<file path="config.mk">
export PLATFORM = sky130hd
export DESIGN_NAME = config_shift_chains
export DESIGN_NICKNAME = d
export VERILOG_FILES = /design/src/common/config_chain_pkg.sv /design/src/rtl/shift_chain.sv /design/src/rtl/config_shift_chains.sv
export VERILOG_INCLUDE_DIRS = /design/src /design/src/common
export SDC_FILE = /design/constraint.sdc
export NUM_CORES = 1
export LEC_CHECK = 0
export BUFFER_PORTS_ARGS = -buffer_cell sky130_fd_sc_hd__buf_2
export CORE_ASPECT_RATIO = 0.7
export CORE_MARGIN = 4
export CORE_UTILIZATION = 54
export CTS_BUF_LIST = sky130_fd_sc_hd__clkbuf_16
export DETAILED_ROUTE_END_ITERATION = 8
export PLACE_DENSITY = 0.79
export SYNTH_ARGS = -nofsm -noshare
export SYNTH_HDL_FRONTEND = slang
export SYNTH_SLANG_ARGS = --single-unit
</file>
<file path="constraint.sdc">
create_clock -name clk_sys -period 2.1 [get_ports clk_sys]
set_clock_uncertainty 0.2 [all_clocks]
set_input_delay 0.42 -clock clk_sys [delete_from_list [all_inputs] [get_ports clk_sys]]
set_output_delay 0.42 -clock clk_sys [all_outputs]
set_load 0.02 [all_outputs]
</file>
<file path="src/common/config_chain_defs.svh">
`ifndef CONFIG_CHAIN_DEFS_SVH
`define CONFIG_CHAIN_DEFS_SVH

`define REG_W 64
`define ONCE_LEN 367
`define ONCE_USED 303
`define ONCE_CNT_W 9
`define MANY_LEN 36
`define ERR_LEN 60
`define STEP_BITS 6
`define SEL_DATA 1'h0
`define SEL_SHIFT 1'h1
`define SHIFT_GO_BIT 0
`define HOLD_RST 6'h00
`define MANY_RST 36'h000000000
`define ERR_RST 60'h000000000000000
`define ONCE_RST 367'h0

`endif

</file>
<file path="src/common/config_chain_pkg.sv">
`default_nettype none

`include "config_chain_defs.svh"

package config_chain_pkg;

   typedef enum logic [1:0] {
      ST_WAIT_BIST = 2'b00,
      ST_LOAD      = 2'b01,
      ST_DONE      = 2'b10
   } load_state_e;

   typedef struct packed {
      logic wr;
      logic rd;
      logic sel;
      logic [`REG_W-1:0] wdata;
   } priv_req_s;

   typedef struct packed {
      logic ack;
      logic [`REG_W-1:0] rdata;
   } priv_rsp_s;

   typedef logic [`STEP_BITS-1:0] step_t;

endpackage : config_chain_pkg

`default_nettype wire

</file>
<file path="src/rtl/shift_chain.sv">
`timescale 1ns/1ps
`default_nettype none

module shift_chain #(
   parameter int WIDTH = 36,
   parameter int STEP = 6
) (
   input wire logic clk_sys, // Core clock
   input wire logic rst_b, // Async reset, active low
   input wire logic shift_en, // Shift STEP bits in this cycle
   input wire logic [STEP-1:0] din, // Bits entering, MSB enters first
   output logic [WIDTH-1:0] q, // Chain contents
   output logic [STEP-1:0] dout // Bits leaving the far end
);

   always_ff @(posedge clk_sys or negedge rst_b) begin
      if (!rst_b) begin
         q <= '0;
         dout <= '0;
      end else if (shift_en) begin
         q <= {q[WIDTH-STEP-1:0], din};
         dout <= q[WIDTH-1:WIDTH-STEP];
      end
   end

endmodule : shift_chain

`default_nettype wire

</file>
<file path="src/rtl/config_shift_chains.sv">
`timescale 1ns/1ps
`default_nettype none

`include "config_chain_defs.svh"

// Function
// - After reset and self-test, load exactly 367 boot ROM bits, MSB first.
// - Reset-loaded chain holds 367 positions; 303 used; the first 64 bits loaded stay at the far end.
// - Writable chain is 36 bits; each retire after a data write shifts six bits in.
// - Error chain is 60 bits, read by alternating shift writes and data reads.
// - Each shift write with bit zero set destructively drops six bits from the error chain.
// - Data write holds six low bits; they shift in when the instruction retires.
// - Data read returns six bits, valid only after a shift access.
// - Writing one to shift bit zero moves six error bits into the data register.
module config_shift_chains
   import config_chain_pkg::*;
(
   input wire logic clk_sys, // Core clock, 10 MHz
   input wire logic rst_b, // Chip reset, active low
   input wire logic bist_done, // Self-test finished, level
   input wire logic serial_boot_rom_valid, // Boot ROM bit strobe
   input wire logic serial_boot_rom_bit, // Boot ROM serial data
   output logic serial_boot_rom_req, // Boot ROM load in progress
   output logic once_loaded, // Reset-loaded chain complete
   output logic [`ONCE_USED-1:0] once_cfg, // Used reset-loaded configuration
   output logic once_spill, // Bit leaving the reset-loaded chain
   output logic [`MANY_LEN-1:0] many_cfg, // Writable configuration chain
   input wire logic [`ERR_LEN-1:0] err_set, // Error capture bits, per-cycle
   input wire priv_req_s priv_req, // Privileged register access
   input wire logic priv_retire, // Pending data write retires
   output priv_rsp_s priv_rsp // Privileged read answer
);

   ////////////////////////////////////////////////////////////////////////////
   // Decode helpers

   function automatic logic hit_data(input priv_req_s r);
      hit_data = r.sel == `SEL_DATA;
   endfunction : hit_data

   function automatic logic shift_go(input priv_req_s r);
      shift_go = r.wr && r.sel == `SEL_SHIFT && r.wdata[`SHIFT_GO_BIT];
   endfunction : shift_go

   ////////////////////////////////////////////////////////////////////////////
   // Boot ROM load of the reset-loaded chain

   load_state_e state_reg;
   load_state_e state_next;
   logic [`ONCE_CNT_W-1:0] bit_cnt_reg;
   logic load_shift;
   logic [`ONCE_LEN-1:0] once_chain;
   logic once_out;

   assign load_shift = (state_reg == ST_LOAD) && serial_boot_rom_valid;

   always_comb begin
      state_next = state_reg;
      case (state_reg)
         ST_WAIT_BIST: begin
            if (bist_done) begin
               state_next = ST_LOAD;
            end
         end
         ST_LOAD: begin
            // Count is fixed; ROM content never shortens the load
            if (load_shift && bit_cnt_reg == `ONCE_CNT_W'(`ONCE_LEN - 1)) begin
               state_next = ST_DONE;
            end
         end
         ST_DONE: begin
            state_next = ST_DONE;
         end
         default: begin
            state_next = ST_WAIT_BIST;
         end
      endcase
   end

   always_ff @(posedge clk_sys or negedge rst_b) begin
      if (!rst_b) begin
         state_reg <= ST_WAIT_BIST;
      end else begin
         state_reg <= state_next;
      end
   end

   always_ff @(posedge clk_sys or negedge rst_b) begin
      if (!rst_b) begin
         bit_cnt_reg <= '0;
      end else if (load_shift) begin
         bit_cnt_reg <= bit_cnt_reg + `ONCE_CNT_W'(1);
      end
   end

   // MSB arrives first and travels toward the far end
   shift_chain #(
      .WIDTH(`ONCE_LEN),
      .STEP(1)
   ) u_once_chain (
      .clk_sys(clk_sys),
      .rst_b(rst_b),
      .shift_en(load_shift),
      .din(serial_boot_rom_bit),
      .q(once_chain),
      .dout(once_out)
   );

   assign serial_boot_rom_req = state_reg == ST_LOAD;
   assign once_loaded = state_reg == ST_DONE;
   assign once_cfg = once_chain[`ONCE_USED-1:0];
   assign once_spill = once_out;

   ////////////////////////////////////////////////////////////////////////////
   // Writable chain, fed through the holding register

   step_t hold_reg;
   logic pend_reg;
   logic many_shift;
   logic [`MANY_LEN-1:0] many_chain;

   always_ff @(posedge clk_sys or negedge rst_b) begin
      if (!rst_b) begin
         hold_reg <= `HOLD_RST;
      end else if (priv_req.wr && hit_data(priv_req)) begin
         hold_reg <= priv_req.wdata[`STEP_BITS-1:0];
      end
   end

   // Write and retire in one cycle: the new write stays pending
   always_ff @(posedge clk_sys or negedge rst_b) begin
      if (!rst_b) begin
         pend_reg <= 1'b0;
      end else if (priv_req.wr && hit_data(priv_req)) begin
         pend_reg <= 1'b1;
      end else if (priv_retire) begin
         pend_reg <= 1'b0;
      end
   end

   assign many_shift = pend_reg && priv_retire;

   shift_chain #(
      .WIDTH(`MANY_LEN),
      .STEP(`STEP_BITS)
   ) u_many_chain (
      .clk_sys(clk_sys),
      .rst_b(rst_b),
      .shift_en(many_shift),
      .din(hold_reg),
      .q(many_chain),
      .dout()
   );

   assign many_cfg = many_chain;

   ////////////////////////////////////////////////////////////////////////////
   // Error chain and read side of the data register

   logic [`ERR_LEN-1:0] err_reg;
   logic [`ERR_LEN-1:0] err_next;
   step_t rd_data_reg;
   logic rd_ack_reg;
   logic [`REG_W-1:0] rdata_reg;

   // New errors are ORed after the shift so a capture is never lost
   always_comb begin
      err_next = err_reg;
      if (shift_go(priv_req)) begin
         err_next = {{`STEP_BITS{1'b0}}, err_reg[`ERR_LEN-1:`STEP_BITS]};
      end
      err_next = err_next | err_set;
   end

   always_ff @(posedge clk_sys or negedge rst_b) begin
      if (!rst_b) begin
         err_reg <= `ERR_RST;
      end else begin
         err_reg <= err_next;
      end
   end

   // Zero in bit zero leaves both data and chain untouched
   always_ff @(posedge clk_sys or negedge rst_b) begin
      if (!rst_b) begin
         rd_data_reg <= `HOLD_RST;
      end else if (shift_go(priv_req)) begin
         rd_data_reg <= err_reg[`STEP_BITS-1:0];
      end
   end

   // Read of the data register answers one cycle later
   always_ff @(posedge clk_sys or negedge rst_b) begin
      if (!rst_b) begin
         rd_ack_reg <= 1'b0;
         rdata_reg <= '0;
      end else begin
         rd_ack_reg <= priv_req.rd;
         if (priv_req.rd && hit_data(priv_req)) begin
            rdata_reg <= {{(`REG_W-`STEP_BITS){1'b0}}, rd_data_reg};
         end else if (priv_req.rd) begin
            rdata_reg <= '0;
         end
      end
   end

   assign priv_rsp.ack = rd_ack_reg;
   assign priv_rsp.rdata = rdata_reg;

endmodule : config_shift_chains

`default_nettype wire

</file>
==> metrics.md <==
| Metric | Value |
|---|---|
| Run status | finished clean |
| Avg Inst Size Synth | 9.22 um^2 |
| Worst Path Buf+Inv | 2 |
| Number of I/O port buffers | 423 |
| Min Tclk post-route | 2.03 ns |
| Cell count after placement | 2971 |
| Type of the tightest min-delay check | in2reg |
| Total iterations of the first detailed-routing run | 5 |
| Post-Place Cell Area | 22100 um^2 |
| Main flop type after synthesis | sky130_fd_sc_hd__dfrtp_1 |
| Clk pin slew, worst setup/hold paths | 0.06 ns |
| Post-placement setup slack | 0.115 ns |
| Post-synth EDFFs | 0 |
| Overall die area | 43700 um^2 |
| Top-area cell type share of the netlist area | 0.568 |
| Setup violators final | 0 |
| Average wire per standard cell | 16.4 um |
| Share of cells above drive strength 1 | 0.228 |
| Static leakage | 14.2 nW |
| Wire length of the first global-routing pass | 81100 um |
| Final worst-path cycle share | 0.966 |
| Total DRC errors in the routed layout | 0 |
| Crit Path Max Fanout | 9 |
| Half-perimeter wire length after detailed placement | 34500 um |
| Arrival time of data at the critical path endpoint | 1.41 ns |
| Count of vias placed by the detailed router | 15400 |
| Initial antenna violation count | 3 |
| Synthesized cell area | 21800 um^2 |
| Final cell count without fillers | 3126 |
| Maximum number of pins on one net before global-route repair | 90 |
| Flip-flop count of the largest register, all copies and words added | 367 |
| Sink Count | 495 |
| Slew at the pin with the worst max-slew slack | 0.628 ns |
| Max Freq | 493 MHz |
| Final instance area | 24300 um^2 |
| Nature of the critical path endpoint | primary output |
| Max VDD drop | 0.635 mV |
| Final net count | 2693 |
| Startpoint of the worst register-to-register path | state_reg[1] |
| Slowest stage cell on the critical path | sky130_fd_sc_hd__dfrtp_1 |
| Critical Path RT | 1.48 ns |
| Highest-count cells in the layout ignoring fill and taps | 1243 x sky130_fd_sc_hd__nand2_1, 495 x sky130_fd_sc_hd__dfrtp_1, 420 x sky130_fd_sc_hd__buf_2 |
| Total count of hold-check failures in the final report | 0 |
| Initial Util | 0.548 |
| Layout fillers | 3164 |
| Via density per instance | 4.94 |
| Count of pins on the block boundary | 540 |
| Clock Tree Buf Depth | 3 |
| Remaining global-route overflow | 0 |
| Warnings, synthesis | 0 |
| Critical path startpoint category | flip-flop |
| Total negative slack | 0 ns |
| Kind of cell adding the most delay to the critical path | flip-flops |
| Mapped Cells | 2365 |
| Share of the yosys chip area belonging to registers | 0.568 |
| Clk Tree Root Cell | sky130_fd_sc_hd__clkbuf_16 |
| Die extent in x | 248 um |
| Global placer's final weighted congestion | 0.836 |
| Core Rows | 61 |
| Final ANT Viol Nets | 0 |
| Flop and latch count out of synthesis | 495 |
| Total count of max-transition violations in the final report | 0 |
| Number of DRC markers after the initial detailed-route iteration | 984 |
| Worst skew pair latency | 0.54 ns |
| WL final | 51300 um |
| Largest stage delay, worst path | 0.40 ns |
| Area of the multi-input gates | 6220 um^2 |
| Number of buffers inserted during clock tree synthesis | 46 |
| Core area | 39800 um^2 |
| Max-Slew Margin vs Limit | 0.581 |
| Count of different cell masters after synthesis | 37 |
| All-Layer GR Usage | 0.229 |
| Depth of the CTS H-tree | 2 |
| Minimum setup slack in the final design | 0.0720 ns |
| Worst min-delay path startpoint | bist_done |
| Share of async-settable or async-resettable flops after synthesis | 1.00 |
| Clock tree from TritonCTS | yes |
| Utilization after layout | 0.611 |
| Cells along the critical path | inv_2 -> ha_4 -> buf_6 |
| Power density cells | 916 nW/um^2 |
| Launch point of the critical path | state_reg[1] |
| Die Height | 176 um |
| Cell taking the most area after synthesis | sky130_fd_sc_hd__dfrtp_1 |
| Max-cap violations | 0 |
| Area growth, synth to finish | 11.4% |
| Top cells by area in the synthesized netlist | sky130_fd_sc_hd__dfrtp_1 57%, sky130_fd_sc_hd__nand2_1 21%, sky130_fd_sc_hd__buf_4 12% |
| Sequential cell area in the final layout | 12400 um^2 |
| Type of the setup path with the least slack | reg2out |
| Leading cell type in the layout, fill and taps excluded | sky130_fd_sc_hd__nand2_1 |
| Number of global-route vias before repair | 15300 |
## where the power goes
| group | switching (mW) | internal [mW] | leakage [nW] | total, mW |
|---|---|---|---|---|
| Combinational | 2.24 | 1.22 | 6.98 | 3.46 |
| Sequential | 0.438 | 10.1 | 6.52 | 10.5 |
| Clock | 3.58 | 4.71 | 0.726 | 8.29 |
| Total | 6.26 | 16.0 | 14.2 | 22.3 |
## cells in the mapped netlist, types with 2 or more instances
cell type	instances
sky130_fd_sc_hd__and2_1	2
sky130_fd_sc_hd__buf_4	363
sky130_fd_sc_hd__ha_1	5
sky130_fd_sc_hd__inv_1	11
sky130_fd_sc_hd__buf_6	33
sky130_fd_sc_hd__nand3_1	2
sky130_fd_sc_hd__clkbuf_1	19
sky130_fd_sc_hd__dfrtp_1	495
sky130_fd_sc_hd__o21ai_0	9
sky130_fd_sc_hd__buf_2	42
sky130_fd_sc_hd__nand3b_1	55
sky130_fd_sc_hd__buf_1	4
sky130_fd_sc_hd__xnor2_1	5
sky130_fd_sc_hd__and3_1	2
sky130_fd_sc_hd__nand2_1	1243
sky130_fd_sc_hd__xor2_1	3
sky130_fd_sc_hd__nand4_1	2
sky130_fd_sc_hd__mux2_2	42
sky130_fd_sc_hd__a21o_1	7
sky130_fd_sc_hd__nor2b_1	4
## tightest hold or removal path, cell delays in order
cell,delay (ns)
sky130_fd_sc_hd__buf_2,0.10
sky130_fd_sc_hd__nand2b_1,0.12
sky130_fd_sc_hd__a221oi_1,0.09
sky130_fd_sc_hd__o211ai_1,0.08
## worst paths after layout
kind	end	slack, ns	cells past startpoint
setup / recovery	serial_boot_rom_req	0.07	3
setup reg to reg	u_once_chain.q[123]	0.24	7
hold / removal	state_reg[1]	0.12	4
max in group asynchronous	u_once_chain.q[91]	0.68	3
min in group asynchronous	u_once_chain.q[191]	0.21	2
hold reg to reg	u_once_chain.q[344]	0.26	2
## layer usage
layer | share of wire | track usage | vias to the layer above
met5 | 0 | 0 | -
met4 | 0.045 | 0.0951 | 0
met3 | 0.060 | 0.0389 | 146
met2 | 0.49 | 0.385 | 535
met1 | 0.40 | 0.298 | 7553
li1 | - | - | 7196
## cell type report
cell class	count	share of cell area
Tap cell	535	0.0276
Multi-Input combinational cell	1454	0.256
Sequential cell	495	0.510
Inverter	11	0.00170
Clock buffer	49	0.0505
Antenna cell	4	0.000412
Clock inverter	31	0.0107
Timing Repair Buffer	547	0.143
## per-stage QoR
step | total power, mW | hold slack, ns
floorplan | 12.9 | -0.0756
global placement | 13.8 | 0.165
detailed placement | 13.9 | 0.163
CTS | 22.4 | 0.000216
global route | 23.2 | 0.101
finish | 22.3 | 0.116
## repair_timing
item	in CTS	in global routing
hold buffers	68	2
cloned	0	0
endpoints found under the hold margin	378	2
setup endpoints to repair	1	6
setup buffers	1	1
pin swaps	1	0
resized for setup	5	3
## cells by family after synthesis
group                      Yosys count  share of synthesized area
DFF                                495                      0.568
other                                1                   0.000172
AOI/OAI and AO/OA                   21                    0.00620
buffers and inverters              473                      0.158
xor gates and xnor gates             8                    0.00321
adders and majority gates            5                    0.00287
and+or+nand+nor                   1320                      0.240
muxes                               42                     0.0217
Power figures use the tool's default switching activity.
